[src/hw/ptc_defines.svh]
// Purpose: constants for the terminal connect control register block
// Assumes: 9-bit register at serial address 0x04
// Notes:   width and reset value are shared by core and holding register
`ifndef PTC_DEFINES_SVH
`define PTC_DEFINES_SVH

`define PTC_ADDR_TCC        4'h4
`define PTC_REG_W           9
`define PTC_RESET_VAL       9'h1FF
`define PTC_BIT_BCAST       8
`define PTC_POT1_LSB        4
`define PTC_POT0_LSB        0
`define PTC_OFS_SHDN_N      3
`define PTC_OFS_TERM_A      2
`define PTC_OFS_WIPER       1
`define PTC_OFS_TERM_B      0
`define PTC_NIB_W           4
`define PTC_NIB_RESET       4'hF

`endif

[src/hw/ptc_pkg.sv]
// Purpose: types for the terminal connect control register block
// Assumes: ptc_defines.svh holds all numeric constants
// Notes:   switch bundle is what the analog side consumes
package ptc_pkg;

	// one network's nibble of the register
	typedef struct packed {
		logic force_shutdown_n;
		logic term_a_connect;
		logic wiper_connect;
		logic term_b_connect;
	} ptc_pot_ctl_s;

	// analog switch drive for one network
	typedef struct packed {
		logic term_a_pin;
		logic wiper_pin;
		logic term_b_pin;
		logic wiper_to_b;
	} ptc_pot_sw_s;

	typedef enum logic [1:0] {
		PTC_IDLE    = 2'b00,
		PTC_PENDING = 2'b01,
		PTC_APPLY   = 2'b10
	} ptc_state_e;

endpackage : ptc_pkg

[src/hw/ptc_hold_reg.sv]
// Purpose: staging register for a value written mid-command
// Assumes: load is a single-cycle pulse
// Notes:   read data comes straight from the flop
`timescale 1ns/1ps
`default_nettype none
`include "ptc_defines.svh"

module ptc_hold_reg #(
	parameter int W = `PTC_REG_W
) (
	input  wire logic         i_clk,
	input  wire logic         i_rst_n,
	input  wire logic         i_load,
	input  wire logic [W-1:0] i_data,
	output logic      [W-1:0] o_data
);

	always_ff @(posedge i_clk) begin
		if (!i_rst_n) begin
			o_data <= W'(`PTC_RESET_VAL);
		end else if (i_load) begin
			o_data <= i_data;
		end
	end

endmodule : ptc_hold_reg
`default_nettype wire

[src/hw/ptc_core.sv]
// Operation
// - bit8 broadcast enable, nibbles pot1, pot0
// - apply written value after command completes
// - pot1 lock blocks pot1 nibble writes
// - pot0 lock blocks pot0 nibble writes
// - reset loads all nine bits one
// - broadcast enable gates general call acceptance
// - pot1 bits connect pins when one
// - pot0 bits connect pins when one
// - shutdown: A open, wiper tied B
// - shutdown ignores but keeps connect bits
// - shutdown never stalls serial commands
//
// Purpose: terminal connect control register and switch drive
// Assumes: command decoder gives address, write strobe, end-of-command
// Notes:   i_rst_n stands for power-on and brown-out reset
//          lock levels are sampled at the write edge, not at commit
//          switch outputs lag the register by one flop
`timescale 1ns/1ps
`default_nettype none
`include "ptc_defines.svh"

module ptc_core (
	input  wire logic                       i_clk,
	input  wire logic                       i_rst_n,
	input  wire logic [3:0]                 i_addr,
	input  wire logic                       i_wr,
	input  wire logic [`PTC_REG_W-1:0]      i_wdata,
	input  wire logic                       i_rd,
	input  wire logic                       i_cmd_done,
	input  wire logic                       i_gcall_seen,
	input  wire logic                       i_pot1_lock_status,
	input  wire logic                       i_pot0_lock_status,
	output logic      [`PTC_REG_W-1:0]      o_rdata,
	output logic                            o_rvalid,
	output logic                            o_gcall_accept,
	output logic                            o_broadcast_call_enable,
	output ptc_pkg::ptc_pot_sw_s            o_pot1_sw,
	output ptc_pkg::ptc_pot_sw_s            o_pot0_sw
);

	////////////////////////////////////////////////////////////////////
	// staging and merge

	logic [`PTC_REG_W-1:0] terminal_connect_control;
	logic [`PTC_REG_W-1:0] staged;
	logic [`PTC_REG_W-1:0] next_staged;
	logic                  stage_load;
	logic                  rd_hit;
	logic                  commit_now;
	ptc_pkg::ptc_state_e   state;

	// keep locked nibbles at the value already held
	function automatic logic [`PTC_REG_W-1:0] merge_locked(
		input logic [`PTC_REG_W-1:0] cur,
		input logic [`PTC_REG_W-1:0] wr,
		input logic                  lk1,
		input logic                  lk0
	);
		logic [`PTC_REG_W-1:0] r;
		r = wr;
		if (lk1) begin
			r[`PTC_POT1_LSB +: `PTC_NIB_W] = cur[`PTC_POT1_LSB +: `PTC_NIB_W];
		end
		if (lk0) begin
			r[`PTC_POT0_LSB +: `PTC_NIB_W] = cur[`PTC_POT0_LSB +: `PTC_NIB_W];
		end
		return r;
	endfunction : merge_locked

	////////////////////////////////////////////////////////////////////
	// address decode

	// one decode serves the write and read paths
	function automatic logic is_tcc_addr(input logic [3:0] a);
		return a == `PTC_ADDR_TCC;
	endfunction : is_tcc_addr

	// staged equals the register outside a command, and in the apply cycle
	// it is what the register is about to take, so locked nibbles merge on it
	assign stage_load  = i_wr && is_tcc_addr(i_addr);
	assign rd_hit      = i_rd && is_tcc_addr(i_addr);
	assign commit_now  = (state == ptc_pkg::PTC_APPLY);
	assign next_staged = merge_locked((state != ptc_pkg::PTC_IDLE) ? staged
		: terminal_connect_control, i_wdata, i_pot1_lock_status, i_pot0_lock_status);

	// the staging flop keeps mid-command writes off the live switches
	ptc_hold_reg #(.W(`PTC_REG_W)) ptc_hold_reg_i (
		.i_clk  (i_clk),
		.i_rst_n(i_rst_n),
		.i_load (stage_load),
		.i_data (next_staged),
		.o_data (staged)
	);

	////////////////////////////////////////////////////////////////////
	// commit sequencing
	// a done pulse with nothing pending is ignored; a write in the
	// apply cycle opens the next command

	always_ff @(posedge i_clk) begin
		if (!i_rst_n) begin
			state <= ptc_pkg::PTC_IDLE;
		end else begin
			case (state)
				ptc_pkg::PTC_IDLE: begin
					if (stage_load) begin
						state <= ptc_pkg::PTC_PENDING;
					end
				end
				ptc_pkg::PTC_PENDING: begin
					if (i_cmd_done) begin
						state <= ptc_pkg::PTC_APPLY;
					end
				end
				ptc_pkg::PTC_APPLY: begin
					state <= stage_load ? ptc_pkg::PTC_PENDING : ptc_pkg::PTC_IDLE;
				end
				default: begin
					state <= ptc_pkg::PTC_IDLE;
				end
			endcase
		end
	end

	// shutdown state never feeds back here, so commands keep running
	always_ff @(posedge i_clk) begin
		if (!i_rst_n) begin
			terminal_connect_control <= `PTC_RESET_VAL;
		end else if (commit_now) begin
			terminal_connect_control <= staged;
		end
	end

	////////////////////////////////////////////////////////////////////
	// read port

	// reads see only the committed value, never the staged one
	always_ff @(posedge i_clk) begin
		if (!i_rst_n) begin
			o_rvalid <= 1'b0;
		end else begin
			o_rvalid <= rd_hit;
		end
	end

	// unmapped reads leave the last answer in place
	always_ff @(posedge i_clk) begin
		if (!i_rst_n) begin
			o_rdata <= '0;
		end else if (rd_hit) begin
			o_rdata <= terminal_connect_control;
		end
	end

	////////////////////////////////////////////////////////////////////
	// broadcast call gating

	always_ff @(posedge i_clk) begin
		if (!i_rst_n) begin
			o_broadcast_call_enable <= 1'b1;
		end else begin
			o_broadcast_call_enable <= terminal_connect_control[`PTC_BIT_BCAST];
		end
	end

	// gate uses the committed bit, so a pending write cannot open it early
	always_ff @(posedge i_clk) begin
		if (!i_rst_n) begin
			o_gcall_accept <= 1'b0;
		end else begin
			o_gcall_accept <= i_gcall_seen
				&& terminal_connect_control[`PTC_BIT_BCAST];
		end
	end

	////////////////////////////////////////////////////////////////////
	// switch drive

	// shutdown overrides without touching stored connect bits
	function automatic ptc_pkg::ptc_pot_sw_s drive_switches(input logic [`PTC_NIB_W-1:0] nib);
		ptc_pkg::ptc_pot_sw_s s;
		ptc_pkg::ptc_pot_ctl_s c;
		c = nib;
		if (!c.force_shutdown_n) begin
			s.term_a_pin = 1'b0;
			s.wiper_pin  = 1'b1;
			s.term_b_pin = 1'b1;
			s.wiper_to_b = 1'b1;
		end else begin
			s.term_a_pin = c.term_a_connect;
			s.wiper_pin  = c.wiper_connect;
			s.term_b_pin = c.term_b_connect;
			s.wiper_to_b = 1'b0;
		end
		return s;
	endfunction : drive_switches

	// registered so the analog side never sees a decode glitch
	logic [`PTC_NIB_W-1:0] pot1_nib;
	logic [`PTC_NIB_W-1:0] pot0_nib;

	assign pot1_nib = terminal_connect_control[`PTC_POT1_LSB +: `PTC_NIB_W];
	assign pot0_nib = terminal_connect_control[`PTC_POT0_LSB +: `PTC_NIB_W];

	always_ff @(posedge i_clk) begin
		if (!i_rst_n) begin
			o_pot1_sw <= drive_switches(`PTC_NIB_RESET);
		end else begin
			o_pot1_sw <= drive_switches(pot1_nib);
		end
	end

	always_ff @(posedge i_clk) begin
		if (!i_rst_n) begin
			o_pot0_sw <= drive_switches(`PTC_NIB_RESET);
		end else begin
			o_pot0_sw <= drive_switches(pot0_nib);
		end
	end

endmodule : ptc_core
`default_nettype wire

[config.mk]
export PLATFORM = sky130hd
export DESIGN_NAME = ptc_core
export DESIGN_NICKNAME = d
export VERILOG_FILES = /design/src/hw/ptc_pkg.sv /design/src/hw/ptc_hold_reg.sv /design/src/hw/ptc_core.sv
export VERILOG_INCLUDE_DIRS = /design/src /design/src/hw
export SDC_FILE = /design/constraint.sdc
export NUM_CORES = 1
export LEC_CHECK = 0
export ABC_AREA = 1
export ABC_CLOCK_PERIOD_IN_PS = 2650
export BUFFER_PORTS_ARGS = -buffer_cell sky130_fd_sc_hd__clkbuf_2
export CAP_MARGIN = 0
export CORE_MARGIN = 1.5
export CORE_UTILIZATION = 55
export DETAILED_ROUTE_END_ITERATION = 10
export PLACE_DENSITY = 0.85
export SKIP_CTS_REPAIR_TIMING = 1
export SLEW_MARGIN = 10
export SYNTH_ARGS = -nofsm -noshare
export SYNTH_HDL_FRONTEND = slang
export SYNTH_SLANG_ARGS = --single-unit
[constraint.sdc]
create_clock -name i_clk -period 2.65 [get_ports i_clk]
set_input_delay 0.795 -clock i_clk [delete_from_list [all_inputs] [get_ports i_clk]]
set_output_delay 0.795 -clock i_clk [all_outputs]
set_load 0.02 [all_outputs]
Word level (Yosys, flattened, before mapping) --
Cells that the tools add are included.
Word-level totals: bits in registers 40, output and inout port bits 20, word-level logic and storage cells 43
Cells by class: muxes and demuxes 9, eq/ne operators 7, reduce and logical (&&, ||, !) cells 10
Operators by type and width (number):
- $mux 4 | 4
- $reduce_and 2->1 | 5
- $mux 8 | 1
- $ne 2x2->1 const B | 4
- $pmux 2 s3 | 1
- $eq 4x3->1 const B | 1
- $mux 2 | 2
- $logic_and 1x1->1 | 3
- $eq 2x1->1 const B | 1
- $eq 2x2->1 const B | 1
- $logic_not 2->1 | 1
- $reduce_bool 2->1 | 1
- $mux 1 | 1

Depth between registers and ports, before layout --
Gate-level depths: netlist of the first run.
depth after elaboration 4, mapped depth 7, gate-level depth less buffers 6

Hierarchy --
A second synthesis of the first run with hierarchy kept.
Second synthesis, totals: cells, all modules 223, area, all modules 1676.6 um^2
By module, submodules not included:
- ptc_core | cells an instance 184, area each 1363.8 um^2, times used 1
- ptc_hold_reg | cells an instance 39, area each 312.8 um^2, times used 1

Worst setup path before layout of the first run --
No wires, ideal clock.
path kind input to register, start point in i_addr[3], end point reg ptc_hold_reg_i.o_data[0], cell stages on the path 7, setup time 0.122 ns, setup slack 1.188 ns, arrival time 1.340 ns, path buffers 1, path through inv_1 > nand2_1 > nor2_2 > buf_6 > nand3_2 > nand2_1 > nand3_1
On the way: word-level cells in the longest chain between the ends 3
Ends and longest elaborated chain:
- start: declaration | RTL line ptc_core.sv:26 | input wire logic [3:0] i_addr,
- $eq 4x3->1 (no line)
- $logic_and 1x1->1 | RTL line ptc_core.sv:81 | assign stage_load = i_wr && is_tcc_addr(i_addr);
- $reduce_and 2->1 (no line)
- end signal: assignment | RTL line ptc_hold_reg.sv:20 | o_data <= W'(`PTC_RESET_VAL);
- end signal: assignment | RTL line ptc_hold_reg.sv:22 | o_data <= i_data;
- end: declaration | RTL line ptc_hold_reg.sv:15 | output logic [W-1:0] o_data
No other way between the ends. A chain may end at the register's enable or synchronous reset.

Worst setup path after layout of the first run --
start point reg o_rdata[6], end point out o_rdata[6]
RTL lines:
- start: declaration | RTL line ptc_core.sv:34 | output logic [`PTC_REG_W-1:0] o_rdata,
- start signal: assignment | RTL line ptc_core.sv:152 | o_rdata <= terminal_connect_control;
No word-level cell between the ends.

==> results.md, run 1 <==
* Status: finished, final reports clean
* Weighted congestion at the end of routability-driven global placement at 0.817
* Delay of the slowest cell on the worst path at 0.36 ns
* Final slew viol count at 0
* Warning count from the yosys run at 0
* Final std cell area, no fill at 1880 um^2
* Master cell of the clock root buffer: clkbuf_4
* Port-buffer cells at 40
* Slowest cell on the critical path: dfxtp_1
* RSZ-0062 raised after global routing: no
* Area added between synthesis and finish at 17.0%
* Net total in the final layout at 258
* Slew @ Worst Pin at 0.560 ns
* Deepest level of the CTS H-tree at 2
* Arrival time at the worst endpoint at 0.89 ns
* Hold Path Sink: o_rdata[3]$_SDFFE_PN0P_
* Initial antenna violation count at 0
* Net Sw Power at 0.000254 W
* Share of layout cells above drive strength 1 at 29.8%
* Final routed DRC violation total at 0
* Capturing element type of the critical path: output port
* Cell area after synthesis at 1610 um^2
* Kind of launch point of the worst setup path: flop
* Sum of routed wire length over all layers at 2.92 mm
* Hold crit path type: flop to flop
* Switching fraction of total power at 22.7%
* Hold Path Depth at 2
* Worst-Skew Late Latency at 0.35 ns
* Core Rows at 19
* P per Cell Area at 594 nW/um^2
* CP max FO at 2
* Post-Syn Nets at 218
* Remaining global-route overflow at 0
* Via count of the first global-routing pass at 1168
* Diode count at 0
* Proportion of synthesized chip area in sequential cells at 49.8%
* Internal power component at 0.000863 W
* Number of unique standard cell types used by synthesis at 21
* Number of buffers and inverters on the critical path at 1
* Most used cells in the layout excluding fill and tap cells: nand2_1, clkbuf_2, dfxtp_1, nand3_1, inv_1
* Vias at 1383
* Number of I/O pins at 41
* Hold Violations, Final at 0
* VDD IR max at 0.594 mV
* R2R depth at 4
* Clock tree from TritonCTS: built
* Number of instances in the synthesized netlist at 197
* Pin count of the biggest net entering global routing at 25
* Number of buffers between clock root and the deepest sink at 2
* Overall die height at 57.1 um
* Number of clock sinks at 40
* Final Setup Violations at 0
* Max Fclk at 595 MHz
* Sequential share of power at 55.0%
* Post-layout minimum cycle time at 1.68 ns
* Die Span X at 57.1 um
* Number of buffers added by the clock tree synthesis step at 5
* Placed inst area at 1790 um^2
* Overall routing resource usage at 19.8%
* Standby leakage power at 0.922 nW
* Number of inserted filler cells in the final layout at 251
* Comb power frac at 6.8%
* Drt initial violations at 26
* Worst min-delay path startpoint: o_rdata[3]$_SDFFE_PN0P_
* Start of the worst register-to-register path: state[1]$_SDFFE_PN0P_
* Share of total power in the clock network at 38.1%
* Final worst setup slack at 0.969 ns
* Drt wl/cell at 10.8 um
* Final cell utilization of the core at 68.2%
* Final HPWL from detailed placement at 2.16 mm
* Wire length of the first global-routing pass at 4.95 mm
* Flop and latch count out of synthesis at 40
* Initial Utilization at 58.3%
* Mean number of vias per cell at 5.14
* Die Area at 3260 um^2
* Setup TNS at 0 ns
* Most common cell after layout, fill and taps aside: nand2_1
* Clock transition at the register clock pins on the worst setup and hold paths after CTS at 0.12 ns
* Placement-stage worst setup slack at 0.865 ns
* Relative slew slack at 62.7%
* Reg2Reg Capture Point: terminal_connect_control[6]$_SDFFE_PN1P_
* Type of the worst setup path: flop to output port
* Final clock skew at 0.00799 ns
* Final ANT Viol Nets at 0
* Core region area at 2760 um^2
* Detailed-router iteration count before antenna repair at 4
* Part of the cycle the worst path needs at 63.4%
* Setup slack on the worst flop-to-flop path at 1.44 ns
* Critical Path RT at 1.86 ns
* Avg Inst Size Synth at 8.16 um^2
* Cell chain of the critical path: clkbuf_2
* Kind of cell adding the most delay to the critical path: flip-flops
* MaxCap Viol Count at 0
-- power by group through the flow --
stage / sequential, W / combinational, W / clock (W)
after global placement: 0.000628 / 0.0000754 / 0
final: 0.000614 / 0.0000765 / 0.000426
after CTS: 0.000614 / 0.0000771 / 0.000433
after detailed placement: 0.000628 / 0.0000769 / 0
after floorplan: 0.000633 / 0.0000448 / 0
after global routing: 0.000616 / 0.0000873 / 0.000456
-- flip-flops by register name, summed over array words and instances (netlist names) --
name,count
o_broadcast_call_enable,1
o_gcall_accept,1
o_pot0_sw,4
o_pot1_sw,4
o_rdata,9
o_rvalid,1
ptc_hold_reg_i.o_data,9
state,2
terminal_connect_control,9
-- through the flow --
step                      power, W  instances  hold slack, ns
after floorplan           0.000678        197           0.423
after global placement    0.000703        261           0.440
after detailed placement  0.000705        261           0.445
after CTS                  0.00112        269           0.471
after global routing       0.00116        269           0.495
final                      0.00112        269           0.469
-- per-layer routing --
layer / vias to the layer above / global-route usage, % / wire length [um]
met1: 618 / 24.2 / 1360
met3: 6 / 7.03 / 174
met5: - / 0 / 0
li1: 721 / - / -
met2: 38 / 31.4 / 1340
met4: 0 / 8.97 / 51
-- worst min-delay path, cell delays in order, from the launching register on --
cell and delay [ns]:
dfxtp_1 0.33, nand2_1 0.06, a21oi_1 0.05
-- synth_stat cells --
cell | n | area [um^2]
nand2_4 | 1 | 11.3
nor4_1 | 1 | 6.26
a21oi_1 | 10 | 50.1
inv_1 | 17 | 63.8
buf_4 | 1 | 7.51
nand2_2 | 1 | 6.26
nor2_2 | 1 | 6.26
nand2_1 | 62 | 233
o211ai_2 | 9 | 113
inv_2 | 5 | 18.8
buf_12 | 1 | 20.0
nand3_1 | 19 | 95.1
nor2_1 | 7 | 26.3
nand3_2 | 2 | 20.0
buf_6 | 1 | 11.3
o21ai_2 | 2 | 17.5
nor2_4 | 1 | 11.3
o21ai_0 | 3 | 15.0
dfxtp_1 | 40 | 801
buf_2 | 5 | 25.0
nand4_1 | 8 | 50.1
-- worst max-delay path by stage --
stage / from / end / depth (start not counted)
after floorplan: i_addr[3] / ptc_hold_reg_i.o_data[0]$_SDFFE_PN1P_ / 7
after global placement: i_rst_n / state[1]$_SDFFE_PN0P_ / 3
after detailed placement: i_rst_n / state[1]$_SDFFE_PN0P_ / 3
after CTS: o_rdata[4]$_SDFFE_PN0P_ / o_rdata[4] / 1
after global routing: o_rdata[6]$_SDFFE_PN0P_ / o_rdata[6] / 1
final: o_rdata[6]$_SDFFE_PN0P_ / o_rdata[6] / 1
-- layout make-up --
cell class	count	area, um^2	area share, %
repair buffers	41	208	11.0
inverters	22	82.6	4.39
multi-input cells	127	661	35.1
flip-flops and latches	40	801	42.6
clock inverters	2	38.8	2.06
clock buffers	6	51.3	2.73
well taps	31	38.8	2.06
-- cells by family (layout without fill, tap and decap cells) --
group           Yosys count  after routing  share of synthesized area [%]
compound gates           24             24                           12.1
buf+inv                  30             71                           9.11
flops                    40             40                           49.8
simple gates            103            103                           29.0
No activity file was read; power rests on OpenSTA's default activity.
==> run 2, diff against run 1 <==
--- a/config.mk
+++ b/config.mk
@@ -7,13 +7,13 @@
 export NUM_CORES = 1
 export LEC_CHECK = 0
 export ABC_AREA = 1
-export ABC_CLOCK_PERIOD_IN_PS = 2650
+export ABC_CLOCK_PERIOD_IN_PS = 1370
 export BUFFER_PORTS_ARGS = -buffer_cell sky130_fd_sc_hd__clkbuf_2
 export CAP_MARGIN = 0
 export CORE_MARGIN = 1.5
-export CORE_UTILIZATION = 55
+export CORE_UTILIZATION = 46
 export DETAILED_ROUTE_END_ITERATION = 10
-export PLACE_DENSITY = 0.85
+export PLACE_DENSITY = 0.77
 export SKIP_CTS_REPAIR_TIMING = 1
 export SLEW_MARGIN = 10
 export SYNTH_ARGS = -nofsm -noshare
==> constraint.sdc (replaced) <==
create_clock -name i_clk -period 1.37 [get_ports i_clk]
set_input_delay 0.411 -clock i_clk [delete_from_list [all_inputs] [get_ports i_clk]]
set_output_delay 0.411 -clock i_clk [all_outputs]
set_load 0.02 [all_outputs]
==> run 2 against run 1 <==
Global-route usage is 2.7 points lower. Critical endpoint is now o_rdata[0]. Clock skew is 0.00067 ns lower. Clock power is 43% higher. Critical path depth stayed put. Register-to-register slack worse by 1.2 ns.
==> results.md, run 2 (synthesized netlist as in run 1, its figures left out) <==
* Status: finished, final reports clean
* Capturing element type of the critical path: output port
* Mean number of vias per cell at 4.75
* Initial Utilization at 48.2%
* Net Sw Power at 0.000461 W
* Final slew viol count at 0
* Sum of routed wire length over all layers at 3.02 mm
* Part of the cycle the worst path needs at 92.3%
* Deepest level of the CTS H-tree at 2
* Number of inserted filler cells in the final layout at 340
* Die Area at 3860 um^2
* Hold crit path type: input pin to flop
* Share of layout cells above drive strength 1 at 29.9%
* Drt initial violations at 76
* Core region area at 3340 um^2
* Wire length of the first global-routing pass at 5.28 mm
* Area added between synthesis and finish at 19.1%
* Vias at 1362
* Slew @ Worst Pin at 0.311 ns
* Sequential share of power at 60.9%
* Final std cell area, no fill at 1920 um^2
* Remaining global-route overflow at 0
* Number of clock sinks at 40
* Clock transition at the register clock pins on the worst setup and hold paths after CTS at 0.10 ns
* Most common cell after layout, fill and taps aside: nand2_1
* Critical Path RT at 0.96 ns
* Final ANT Viol Nets at 0
* Smallest hold slack at 0.268 ns
* Most used cells in the layout excluding fill and tap cells: nand2_1, clkbuf_2, dfxtp_1, nand3_1, inv_1
* Final HPWL from detailed placement at 2.30 mm
* Master cell of the clock root buffer: clkbuf_4
* Arrival time at the worst endpoint at 0.85 ns
* Core Rows at 21
* Overall power at 0.00195 W
* Type of the worst setup path: flop to output port
* Placed inst area at 1860 um^2
* Overall die height at 62.1 um
* P per Cell Area at 1020 nW/um^2
* Cell chain of the critical path: clkbuf_2
* Number of buffers added by the clock tree synthesis step at 5
* Number of buffers and inverters on the critical path at 1
* Post-layout minimum cycle time at 1.26 ns
* Pin count of the biggest net entering global routing at 21
* Final clock skew at 0.00732 ns
* Registers with the most flip-flops: o_rdata (9), ptc_hold_reg_i.o_data (9), terminal_connect_control (9)
* MaxCap Viol Count at 0
* Detailed-router iteration count before antenna repair at 4
* Share of total power in the clock network at 31.2%
* Slowest cell on the critical path: dfxtp_1
* Kind of cell adding the most delay to the critical path: flip-flops
* Clock tree from TritonCTS: built
* VDD IR max at 0.388 mV
* RSZ-0062 raised after global routing: no
* Diode count at 0
* Kind of launch point of the worst setup path: flop
* Delay of the slowest cell on the worst path at 0.35 ns
* Number of buffers between clock root and the deepest sink at 2
* Die Span X at 62.1 um
* Via count of the first global-routing pass at 1210
* Hold Violations, Final at 0
* Number of I/O pins at 41
* Drt wl/cell at 10.5 um
* CP max FO at 2
* Net total in the final layout at 261
* Port-buffer cells at 40
* Weighted congestion at the end of routability-driven global placement at 0.789
* Internal power component at 0.00149 W
* Final Setup Violations at 0
* Comb power frac at 8.0%
* Switching fraction of total power at 23.6%
* Overall routing resource usage at 17.0%
* Max Fclk at 791 MHz
* Relative slew slack at 79.3%
* Initial antenna violation count at 0
* Standby leakage power at 0.927 nW
* Setup TNS at 0 ns
* Final routed DRC violation total at 0
* Worst-Skew Late Latency at 0.34 ns
## run 2: changes by cell type in the layout (fill, tap and decap cells not counted), sizes merged
cell,change
buf,+3
clkbuf,+2
bufinv,-1
clkinv,-1
## run 2: power groups by stage
stage          sequential, W  combinational [W]  clock [W]
4_1_cts              0.00119           0.000157   0.000631
3_3_place_gp         0.00121           0.000154          0
3_5_place_dp         0.00122           0.000156          0
6_report             0.00119           0.000155   0.000609
2_1_floorplan        0.00122          0.0000867          0
5_1_grt              0.00119           0.000177   0.000686
## run 2: stage by stage
step	util [%]	std cells	worst slack, ns
2_1_floorplan	-	197	0.292
3_3_place_gp	55.6	279	0.102
3_5_place_dp	55.6	279	0.0699
4_1_cts	57.4	287	0.0845
5_1_grt	57.4	287	0.0397
6_report	57.4	287	0.106
## run 2: path summary, 6_finish.rpt
path	from	end	slack, ns	cells past startpoint
worst min-delay path	i_gcall_seen	o_gcall_accept$_SDFF_PN0_	0.27	3
worst max-delay path	o_rdata[0]$_SDFFE_PN0P_	o_rdata[0]	0.11	1
worst min register to register	terminal_connect_control[8]$_SDFFE_PN1P_	o_gcall_accept$_SDFF_PN0_	0.47	2
worst max register to register	state[0]$_SDFFE_PN0P_	ptc_hold_reg_i.o_data[4]$_SDFFE_PN1P_	0.28	4
## run 2: routing by layer
metal / vias to the layer above / share of wire, % / track usage [%]
li1: 731 / - / -
met1: 583 / 46 / 22.1
met2: 43 / 46 / 26.2
met3: 5 / 5.9 / 5.25
met4: 0 / 1.9 / 7.50
met5: - / 0 / 0
## run 2: area by class of cell
| cell class | instances | area (um^2) | area share (%) |
|---|---|---|---|
| inverters | 22 | 82.6 | 4.31 |
| clock buffers | 8 | 58.8 | 3.07 |
| multi-input cells | 127 | 661 | 34.5 |
| well taps | 46 | 57.6 | 3.00 |
| repair buffers | 44 | 255 | 13.3 |
| flip-flops and latches | 40 | 801 | 41.8 |
